--- config.mk ---
export PLATFORM = sky130hd
export DESIGN_NAME = phy_status_bypass_counter_regs
export DESIGN_NICKNAME = d
export VERILOG_FILES = /design/src/verilog/phy_regs_pkg.sv /design/src/verilog/sat_read_counter.sv /design/src/verilog/phy_status_bypass_counter_regs.sv
export VERILOG_INCLUDE_DIRS = /design/src /design/src/verilog
export SDC_FILE = /design/constraint.sdc
export NUM_CORES = 1
export LEC_CHECK = 0
export ABC_AREA = 1
export BUFFER_PORTS_ARGS = -buffer_cell sky130_fd_sc_hd__buf_2
export CELL_PAD_IN_SITES_DETAIL_PLACEMENT = 1
export CELL_PAD_IN_SITES_GLOBAL_PLACEMENT = 2
export CORE_MARGIN = 8
export CORE_UTILIZATION = 27
export DETAILED_ROUTE_END_ITERATION = 10
export HOLD_SLACK_MARGIN = 0.15
export PLACE_DENSITY_LB_ADDON = 0.2
export SETUP_SLACK_MARGIN = 0.15
export SYNTH_ARGS = -nofsm -noshare
export SYNTH_HDL_FRONTEND = slang
export SYNTH_SLANG_ARGS = --single-unit
--- constraint.sdc ---
create_clock -name clk_i -period 1.8 [get_ports clk_i]
set_clock_uncertainty 0.05 [all_clocks]
set_input_delay 0 -clock clk_i [delete_from_list [all_inputs] [get_ports clk_i]]
set_output_delay 0 -clock clk_i [all_outputs]
set_load 0.01 [all_outputs]
--- src/verilog/phy_regs_map.svh ---
// Operation
// - Window holds address when function is 00
// - Function picks address, data, increment modes
// - Capability register reads fixed gigabit flags
// - Fast status shows live lock and link
// - Fast error flags latch, clear on read
// - Gigabit status shows live lock and link
// - Gigabit error flags latch, clear on read
// - Legacy partner and crossover error indicators
// - Bit 15 disables transmitter
// - Bits 14..10 bypass coding and PCS paths
// - Bit 9 bypasses link fail inhibit timer
// - Bit 7 disables crossover at forced speed
// - Bit 6 disables legacy partner detection
// - Bits 5,4 disable pair swap, polarity
// - Bit 3 selects parallel detect behaviour
// - Bit 2 disables pulse shaping filter
// - Bit 1 stops automatic next page exchange
// - Receive error counter saturates, clears on read
// - False carrier counter saturates, clears on read
// - Link drop counter saturates, clears on read
// - Sticky bits survive soft reset when enabled
`ifndef PHY_REGS_MAP_SVH
`define PHY_REGS_MAP_SVH
`define ADDR_WINDOW 5'h0E
`define ADDR_GIG_CAP 5'h0F
`define ADDR_FAST_STAT 5'h10
`define ADDR_GIG_STAT 5'h11
`define ADDR_BYPASS 5'h12
`define ADDR_RX_ERR_CNT 5'h13
`define ADDR_FALSE_CAR_CNT 5'h14
`define ADDR_LINK_DROP_CNT 5'h15
`define GIG_CAP_VALUE 16'h3000
`define BYPASS_WMASK 16'hFEFE
`define BYPASS_STICKY_MASK 16'h00FA
`define BYPASS_RESET 16'h0088
`define FAST_LOCK_BIT 15
`define FAST_LINK_BIT 12
`define GIG_LOCK_BIT 15
`define GIG_LINK_BIT 12
`define GIG_LEGACY_BIT 6
`define GIG_XOVER_BIT 5
`define CNT_MAX 8'hFF
`endif

--- src/verilog/phy_regs_pkg.sv ---
`default_nettype none
package phy_regs_pkg;
   typedef enum logic [1:0] {
      FN_ADDRESS = 2'h0,
      FN_DATA = 2'h1,
      FN_DATA_INC_RW = 2'h2,
      FN_DATA_INC_W = 2'h3
   } mmd_function_t;
endpackage : phy_regs_pkg
`default_nettype wire

--- src/verilog/sat_read_counter.sv ---
`default_nettype none
`include "phy_regs_map.svh"
module sat_read_counter
   import phy_regs_pkg::*;
(
   input wire logic clk_i,
   input wire logic reset_i,
   input wire logic event_i,
   input wire logic read_clear_i,
   output logic [7:0] count_o
);
   logic [7:0] count_r;
   logic [7:0] count_nxt;
   always_comb
   begin
      count_nxt = count_r;
      // Event during the clearing read counts as one
      if (read_clear_i)
         count_nxt = event_i ? 8'h01 : 8'h00;
      else if (event_i && count_r != `CNT_MAX)
         count_nxt = count_r + 8'h01;
   end
   always_ff @(posedge clk_i)
   begin
      if (reset_i)
         count_r <= 8'h00;
      else
         count_r <= count_nxt;
   end
   assign count_o = count_r;
endmodule : sat_read_counter
`default_nettype wire

--- src/verilog/phy_status_bypass_counter_regs.sv ---
`default_nettype none
`include "phy_regs_map.svh"
module phy_status_bypass_counter_regs
   import phy_regs_pkg::*;
(
   input wire logic clk_i,
   input wire logic reset_i,
   input wire logic soft_reset_i,
   input wire logic sticky_reset_enable_i,
   input wire logic [4:0] reg_addr_i,
   input wire logic reg_wr_i,
   input wire logic reg_rd_i,
   input wire logic [15:0] reg_wdata_i,
   output logic [15:0] reg_rdata_o,
   input wire logic [1:0] mmd_function_i,
   input wire logic [4:0] mmd_device_select_i,
   output logic mmd_wr_o,
   output logic mmd_rd_o,
   output logic [4:0] mmd_dev_o,
   output logic [15:0] mmd_addr_o,
   output logic [15:0] mmd_wdata_o,
   input wire logic [15:0] mmd_rdata_i,
   input wire logic fast_lock_i,
   input wire logic fast_link_i,
   input wire logic [5:0] fast_events_i,
   input wire logic gig_lock_i,
   input wire logic gig_link_i,
   input wire logic [6:0] gig_events_i,
   input wire logic legacy_partner_i,
   input wire logic crossover_error_i,
   input wire logic rx_error_i,
   input wire logic false_carrier_i,
   input wire logic link_drop_i,
   output logic transmit_disable_o,
   output logic [4:0] path_bypass_o,
   output logic link_fail_inhibit_bypass_o,
   output logic forced_crossover_disable_o,
   output logic legacy_detect_disable_o,
   output logic pair_swap_disable_o,
   output logic polarity_fix_disable_o,
   output logic parallel_detect_honour_o,
   output logic pulse_shaping_disable_o,
   output logic next_page_manual_o
);
   logic [15:0] addr_r;
   logic [15:0] addr_nxt;
   logic [15:0] bypass_r;
   logic [15:0] bypass_nxt;
   logic [5:0] fast_flags_r;
   logic [5:0] fast_flags_nxt;
   logic [6:0] gig_flags_r;
   logic [6:0] gig_flags_nxt;
   logic [15:0] rdata_r;
   logic [15:0] rdata_nxt;
   logic [7:0] rx_cnt;
   logic [7:0] fc_cnt;
   logic [7:0] drop_cnt;
   logic win_wr;
   logic win_rd;
   logic fn_addr;
   logic rd_fast;
   logic rd_gig;
   mmd_function_t fn;

   assign fn = mmd_function_t'(mmd_function_i);
   assign fn_addr = (fn == FN_ADDRESS);
   assign win_wr = reg_wr_i && reg_addr_i == `ADDR_WINDOW;
   assign win_rd = reg_rd_i && reg_addr_i == `ADDR_WINDOW;
   assign rd_fast = reg_rd_i && reg_addr_i == `ADDR_FAST_STAT;
   assign rd_gig = reg_rd_i && reg_addr_i == `ADDR_GIG_STAT;

   // Window: address store or data pass to MMD
   always_comb
   begin
      addr_nxt = addr_r;
      if (win_wr && fn_addr)
         addr_nxt = reg_wdata_i;
      else if (!fn_addr)
      begin
         unique case (fn)
            FN_DATA_INC_RW:
               if (win_wr || win_rd)
                  addr_nxt = addr_r + 16'h0001;
            FN_DATA_INC_W:
               if (win_wr)
                  addr_nxt = addr_r + 16'h0001;
            default:
               addr_nxt = addr_r;
         endcase
      end
   end
   assign mmd_wr_o = win_wr && !fn_addr;
   assign mmd_rd_o = win_rd && !fn_addr;
   assign mmd_dev_o = mmd_device_select_i;
   assign mmd_addr_o = addr_r;
   assign mmd_wdata_o = reg_wdata_i;

   // Bypass control with sticky subset on soft reset
   always_comb
   begin
      bypass_nxt = bypass_r;
      if (soft_reset_i)
      begin
         if (sticky_reset_enable_i)
            bypass_nxt = (bypass_r & `BYPASS_STICKY_MASK)
               | (`BYPASS_RESET & ~`BYPASS_STICKY_MASK);
         else
            bypass_nxt = `BYPASS_RESET;
      end
      else if (reg_wr_i && reg_addr_i == `ADDR_BYPASS)
         bypass_nxt = reg_wdata_i & `BYPASS_WMASK;
   end

   // Latched error flags; an event beats the clearing read
   always_comb
   begin
      fast_flags_nxt = (rd_fast ? 6'h00 : fast_flags_r) | fast_events_i;
      gig_flags_nxt = (rd_gig ? 7'h00 : gig_flags_r) | gig_events_i;
   end

   // Read data mux, registered
   always_comb
   begin
      rdata_nxt = 16'h0000;
      unique case (reg_addr_i)
         `ADDR_WINDOW:
            rdata_nxt = fn_addr ? addr_r : mmd_rdata_i;
         `ADDR_GIG_CAP:
            rdata_nxt = `GIG_CAP_VALUE;
         `ADDR_FAST_STAT:
         begin
            rdata_nxt[14:13] = fast_flags_r[5:4];
            rdata_nxt[11:8] = fast_flags_r[3:0];
            rdata_nxt[`FAST_LOCK_BIT] = fast_lock_i;
            rdata_nxt[`FAST_LINK_BIT] = fast_link_i;
         end
         `ADDR_GIG_STAT:
         begin
            rdata_nxt[14:13] = gig_flags_r[6:5];
            rdata_nxt[11:7] = gig_flags_r[4:0];
            rdata_nxt[`GIG_LOCK_BIT] = gig_lock_i;
            rdata_nxt[`GIG_LINK_BIT] = gig_link_i;
            rdata_nxt[`GIG_LEGACY_BIT] = legacy_partner_i;
            rdata_nxt[`GIG_XOVER_BIT] = crossover_error_i;
         end
         `ADDR_BYPASS:
            rdata_nxt = bypass_r;
         `ADDR_RX_ERR_CNT:
            rdata_nxt[7:0] = rx_cnt;
         `ADDR_FALSE_CAR_CNT:
            rdata_nxt[7:0] = fc_cnt;
         `ADDR_LINK_DROP_CNT:
            rdata_nxt[7:0] = drop_cnt;
         default:
            rdata_nxt = 16'h0000;
      endcase
   end

   always_ff @(posedge clk_i)
   begin
      if (reset_i)
      begin
         addr_r <= 16'h0000;
         bypass_r <= `BYPASS_RESET;
         fast_flags_r <= 6'h00;
         gig_flags_r <= 7'h00;
         rdata_r <= 16'h0000;
      end
      else
      begin
         addr_r <= addr_nxt;
         bypass_r <= bypass_nxt;
         fast_flags_r <= fast_flags_nxt;
         gig_flags_r <= gig_flags_nxt;
         rdata_r <= rdata_nxt;
      end
   end
   assign reg_rdata_o = rdata_r;

   assign transmit_disable_o = bypass_r[15];
   assign path_bypass_o = bypass_r[14:10];
   assign link_fail_inhibit_bypass_o = bypass_r[9];
   assign forced_crossover_disable_o = bypass_r[7];
   assign legacy_detect_disable_o = bypass_r[6];
   assign pair_swap_disable_o = bypass_r[5];
   assign polarity_fix_disable_o = bypass_r[4];
   assign parallel_detect_honour_o = bypass_r[3];
   assign pulse_shaping_disable_o = bypass_r[2];
   assign next_page_manual_o = bypass_r[1];

   sat_read_counter u_rx_cnt (
      .clk_i(clk_i),
      .reset_i(reset_i),
      .event_i(rx_error_i),
      .read_clear_i(reg_rd_i && reg_addr_i == `ADDR_RX_ERR_CNT),
      .count_o(rx_cnt)
   );
   sat_read_counter u_fc_cnt (
      .clk_i(clk_i),
      .reset_i(reset_i),
      .event_i(false_carrier_i),
      .read_clear_i(reg_rd_i && reg_addr_i == `ADDR_FALSE_CAR_CNT),
      .count_o(fc_cnt)
   );
   sat_read_counter u_drop_cnt (
      .clk_i(clk_i),
      .reset_i(reset_i),
      .event_i(link_drop_i),
      .read_clear_i(reg_rd_i && reg_addr_i == `ADDR_LINK_DROP_CNT),
      .count_o(drop_cnt)
   );
endmodule : phy_status_bypass_counter_regs
`default_nettype wire

# --- Word-level counts from Yosys, hierarchy flattened ---
# Cells that the tools add are included.
# Widths: inputs -> output; s select.
word_totals:
  regBits: 85
  inputBits: 72
  output_inout_bits: 69
  elab_cells: 79
classes:
  add_sub_neg: 4
  eq_ne: 17
  n_mux: 23
  bitwise_logic: 2
  reduce_logical: 24
op_table:
  columns: ["op", "count"]
  rows:
  - ["$mux 16", 7]
  - ["$mux 8", 7]
  - ["$pmux 8 s5", 1]
  - ["$pmux 16 s2", 1]
  - ["$eq 5x5->1 const B", 6]
  - ["$pmux 5 s5", 1]
  - ["$add 8x1->8 const B", 3]
  - ["$ne 8x8->1 const B", 3]
  - ["$pmux 3 s6", 1]
  - ["$add 16x1->16 const B", 1]
  - ["$logic_and 1x1->1", 14]
  - ["$eq 5x4->1 const B", 2]
  - ["$reduce_bool 2->1", 4]
  - ["$mux 7", 1]
  - ["$or 7x7->7", 1]
  - ["$mux 6", 1]
  - ["$ne 3x3->1 const B", 2]
  - ["$or 6x6->6", 1]
  - ["$eq 2x2->1 const B", 2]
  - ["$reduce_and 4->1", 1]
  - ["$mux 1", 3]
  - ["$reduce_bool 3->1", 1]
  - ["$logic_not 2->1", 1]
  - ["$ne 2x1->1 const B", 1]
  - ["4 further kinds", 4]

# --- Logic depth before layout (Yosys ltp) ---
logic_depth:
  ltp_word: 7
  depth_mapped: 10
  depth_no_buf: 10

# --- Hierarchy ---
# Synthesis repeated with hierarchy kept, for this count alone.
unflattened:
  hier_cells: 765
  area_unflattened_um2: 4984.8
modules_own_cells:
  columns: ["mod", "instances", "cells_each", "area_per_inst_um2", "seq_area_each_um2"]
  rows:
  - ["phy_status_bypass_counter_regs", 1, 540, 3509.6, 1181.1]
  - ["sat_read_counter", 3, 75, 491.7, 160.2]

# --- Worst setup path after synthesis ---
# Ideal clock, no wire load.
synth_timing:
  kind: "flip-flop to flip-flop"
  startpoint: "reg addr_r[1] (netlist: mmd_addr_o[1])"
  endpoint: "reg addr_r[10] (netlist: mmd_addr_o[10])"
  setup_time_ps: 70
  t_arrival_ps: 1341
  required_ps: 1680
  slack_ps: 339
  path_stages_with_launch: 8
  path_buffers: 0
  period_less_slack_ps: 1461
  path_cell_list: "dfxtp_1 ha_1 nand3_1 nor2_1 nand2_1 o21ai_0 nand3_1 a21oi_1"
synth_via:
  elab_chain_cells: 5
  word_cells_on_any_way: 6
  cone_classes: "1 x add/sub; 5 x mux"
synth_rtl:
  columns: ["element", "line_no", "source"]
  rows:
  - ["start, declared", "phy_status_bypass_counter_regs.sv:45", "logic [15:0] addr_r;"]
  - ["start signal, assigned", "phy_status_bypass_counter_regs.sv:171", "addr_r <= addr_nxt;"]
  - ["$add 16x1->16 *", "phy_status_bypass_counter_regs.sv:83, phy_status_bypass_counter_regs.sv:86", null]
  - ["$mux 16 (on tied branches)", "phy_status_bypass_counter_regs.sv:85, phy_status_bypass_counter_regs.sv:82", null]
  - ["$pmux 16 s2 *", "phy_status_bypass_counter_regs.sv:80", "unique case (fn)"]
  - ["$mux 16 *", "phy_status_bypass_counter_regs.sv:78", "else if (!fn_addr)"]
  - ["$mux 16 *", "phy_status_bypass_counter_regs.sv:76", "if (win_wr && fn_addr)"]
# Every way passes the cells marked *; elsewhere a longest branch is shown, timed or not. The select of a mux whose other input is x is not followed.
# A chain may end at the register's enable or synchronous reset.

# --- Final worst setup path ---
layout_timing:
  startpoint: "reg u_drop_cnt.count_r[0] (netlist: u_drop_cnt.count_o[0])"
  endpoint: "reg u_drop_cnt.count_r[3] (netlist: u_drop_cnt.count_o[3])"
layout_via:
  elab_chain_cells: 3
  word_cells_on_any_way: 6
  cone_classes: "1 x add/sub; 1 x eq/ne; 2 x mux; 2 x reduce/logical"
layout_rtl:
  columns: ["element", "line_no", "source"]
  rows:
  - ["start, declared", "sat_read_counter.sv:12", "logic [7:0] count_r;"]
  - ["start signal, assigned", "sat_read_counter.sv:28", "count_r <= count_nxt;"]
  - ["$add 8x1->8 / $ne 8x8->1 (equally long branches)", null, null]
  - ["$mux 8 / $logic_and 1x1->1 (equally long branches)", null, null]
  - ["$mux 8 / $reduce_bool 2->1 (equally long branches)", null, null]
# Several ways; a longest one is shown, not always the timed one. The select of a mux whose other input is x is not followed.

==> impl_metrics.yaml <==
clock_tree:
  cts_made_buffers: 9
  cts_tree: "built"
  cts.reportedPaths.clkPinSlew_ns: 0.06
  htree_num_levels: 3
  cts-root-buf: "clkbuf_16"
  clock-sinks: 83
  clock_latency_ns: 0.35
  clock_path_buffers: 2
sta:
  hold_violations: 0
  tightest_slew_ns: 0.526
  maxSlewHeadroom_pct: 64.7
  rsz0062_at_grt: "true"
  finalCriticalPeriod_ns: 1.58
  setup_tns_ns: 0
  final_max_slew_viol_count: 0
  setup_violations: 0
  period_share_pct: 88.0
  fmax_mhz: 632
  hold_slack_ns: 0.141
pwr:
  power_w: 0.00451
  comb_power_share_pct: 11.8
  ir_drop_uv: 437
  swShare_pct: 24.4
  power.share.sequential_pct: 42.5
  p_per_area_nw_per_um2: 678
  leakage_nw: 3.02
  clkPwrFrac_pct: 45.7
  power_switching_w: 0.00110
  internal_power_w: 0.00341
floorplan:
  fp.coreArea_sq_um: 17200
  die_area_sq_um: 21900
  initial_core_util_pct: 27.4
  pin_count: 141
  die_x_um: 148
  fp.dieH_um: 148
  num_rows: 48
global_routing:
  grt_usage_pct: 19.0
  overflow: 0
  antenna_found_initial: 3
  grt_pass1_vias: 5858
  grt_max_degree: 20
  grt_pass1_wl_um: 32400
outcome:
  status: "complete, no violations"
worst_hold_path:
  holdPathEnd: "reg_rdata_o[4]"
  worstHoldStart: "reg_addr_i[4]"
  hold-path-cell-count: 5
  hold_class: "in -> reg"
place:
  place.gp.congestion: 0.817
  portBuffers: 130
  dp_hpwl_um: 15800
  placed_cell_area_sq_um: 5480
setup_path:
  rr_worst_depth: 9
  r2r_slack_ns: 0.22
  worstSetupPathType: "reg -> reg"
  worstPathRequired_ns: 2.03
  crit_top_cell: "nand2_2"
  r2r_start: "u_drop_cnt.count_o[0]"
  crit_buf_inv: 1
  cp-start-kind: "flip-flop"
  rr_endpoint: "u_drop_cnt.count_o[3]"
  crit_family: "simple AND/OR/NAND/NOR gates"
  cp_cell_sequence: "ha_2 -> nand2_2 -> nor2_2 -> nand4_1 -> nand2_2 -> nand2_2 -> inv_2 -> nand2_1 -> a21oi_1"
  cp_max_fo: 5
  worst_ep_arrival_time_ns: 1.81
  slowest_delay_ns: 0.36
  cp_slowest_cell: "dfxtp_2"
  crit_path_end_kind: "flip-flop"
  cp-startpoint: "u_drop_cnt.count_o[0]"
yosys:
  syn_avg_cell_area_sq_um: 6.33
  synth_top_flop_cell: "dfxtp_1"
  yosysUniqueCellTypes: 34
  synth_area_sq_um: 4700
  synthArstFlopShare_pct: 0
  synth-seq-cells: 83
  syn-num-nets: 819
  yosysWarningCount: 0
  synthCells: 743
  synth_seq_area_share_pct: 35.3
  synth_edf_count: 0
job:
  cap_violations: 0
layout:
  nFillCells: 2283
  fin_area_sq_um: 6640
  area_delta_synth_final_pct: 41.3
  post_route_cells_drive_above_1_share_pct: 23.0
  finalNetCount: 1010
routing:
  ant_nets: 0
  drt_iter0_drc: 257
  wl_um: 20400
  viasPerCell: 4.75
  first_pass_iters: 4
  routedWlPerCell_um: 17.5
  drc: 0
  vias: 5526
worst register-to-register path, stage by stage, from the launching register on:
cell and delay (ns):
dfxtp_2 0.36, ha_2 0.19, nand2_2 0.08, nor2_2 0.14, nand4_1 0.17, nand2_2 0.15
nand2_2 0.10, inv_2 0.10, nand2_1 0.05, a21oi_1 0.12
routing by layer:
metal / GRT usage [%] / part of all wire [%] / vias to the layer above
met5: 0 / 0.15 / -
met4: 6.07 / 1.6 / 4
met3: 4.40 / 4.6 / 21
met2: 30.4 / 46 / 109
met1: 24.7 / 48 / 2645
li1: - / - / 2747
cell usage after synthesis (3+ instances only):
cell	instances	area (sq um)
inv_1	68	255
a41oi_1	6	52.6
buf_6	3	33.8
nor2_2	6	37.5
nand3b_1	4	30.0
o211ai_1	3	22.5
nor3_1	6	30.0
clkbuf_1	8	30.0
ha_1	4	50.1
nand3_1	56	280
o21ai_0	23	115
dfxtp_1	83	1660
xor2_1	5	43.8
nor2_1	74	278
a21oi_1	65	325
o21ai_1	6	30.0
nand2_1	257	965
xnor2_1	3	26.3
inv_2	4	15.0
buf_4	22	165
buf_2	8	40.0
nand4_1	11	68.8
final cells by class:
class	instances	area, sq um	share of cell area [%]
tap	225	282	4.24
antenna	1	2.50	0.0377
clock buffer	11	253	3.80
clock inverter	4	73.8	1.11
inverter	74	282	4.24
multi-input combinational	544	2560	38.5
timing repair buffer	222	1520	22.9
sequential	83	1670	25.2
sequential cells by signal, indices dropped and copies added (netlist names):
| signal | count |
|---|---|
| bypass_r | 14 |
| u_drop_cnt.count_o | 8 |
| reg_rdata_o | 16 |
| u_fc_cnt.count_o | 8 |
| gig_flags_r | 7 |
| u_rx_cnt.count_o | 8 |
| mmd_addr_o | 16 |
| fast_flags_r | 6 |
kinds of logic (layout without fill, tap and decap cells):
kind of cell    Yosys count  after routing  share of synthesized area (%)
compound gates          107            107                           12.2
buf+inv                 116            311                           11.8
xor+xnor                  8              8                           1.49
fa+ha+maj                 4              4                           1.06
other cells               0              1                              0
flops                    83             83                           35.3
simple gates            425            425                           38.1
cells in the final DEF, fill, tap and decap left out, types with 9 or more instances in the layout:
master and n:
nand2_1 250, buf_2 130, dfxtp_1 76, nor2_1 68
dlygate4sd3_1 67, inv_1 66, a21oi_1 65, nand3_1 56
buf_4 24, o21ai_0 23, nand4_1 11, nor2_2 10
nand2_2 9, clkbuf_16 9
metrics by stage:
step | setup slack [ns] | cells | util [%]
6_report | 0.217 | 1164 | 38.7
5_1_grt | 0.0665 | 1163 | 38.7
4_1_cts | 0.156 | 1154 | 37.8
3_5_place_dp | 0.0587 | 1072 | 31.9
3_3_place_gp | 0.207 | 1072 | 31.9
2_1_floorplan | 0.339 | 743 | -
worst max path at each step:
stage / to / cells past startpoint
after floorplan: mmd_addr_o[10] / 7
after global placement: u_fc_cnt.count_o[5] / 10
after detailed placement: u_drop_cnt.count_o[7] / 9
after CTS: u_fc_cnt.count_o[5] / 10
after global routing: u_drop_cnt.count_o[6] / 9
final: u_drop_cnt.count_o[3] / 9
power by group through the flow:
stage | logic [W] | clock network, W | registers, W
2_1_floorplan | 0.000231 | 0 | 0.00195
3_3_place_gp | 0.000401 | 0 | 0.00195
6_report | 0.000532 | 0.00206 | 0.00192
4_1_cts | 0.000520 | 0.00212 | 0.00191
3_5_place_dp | 0.000409 | 0 | 0.00195
5_1_grt | 0.000586 | 0.00220 | 0.00192
timing repair:
action / CTS / global route
hold endpoints to repair: 82 / 2
setup buffers: 0 / 9
endpoints found under the setup margin: 12 / 39
resized for setup: 5 / 26
hold buffers: 67 / 1
pin swaps: 0 / 8
(Power assumes the default switching activity.)
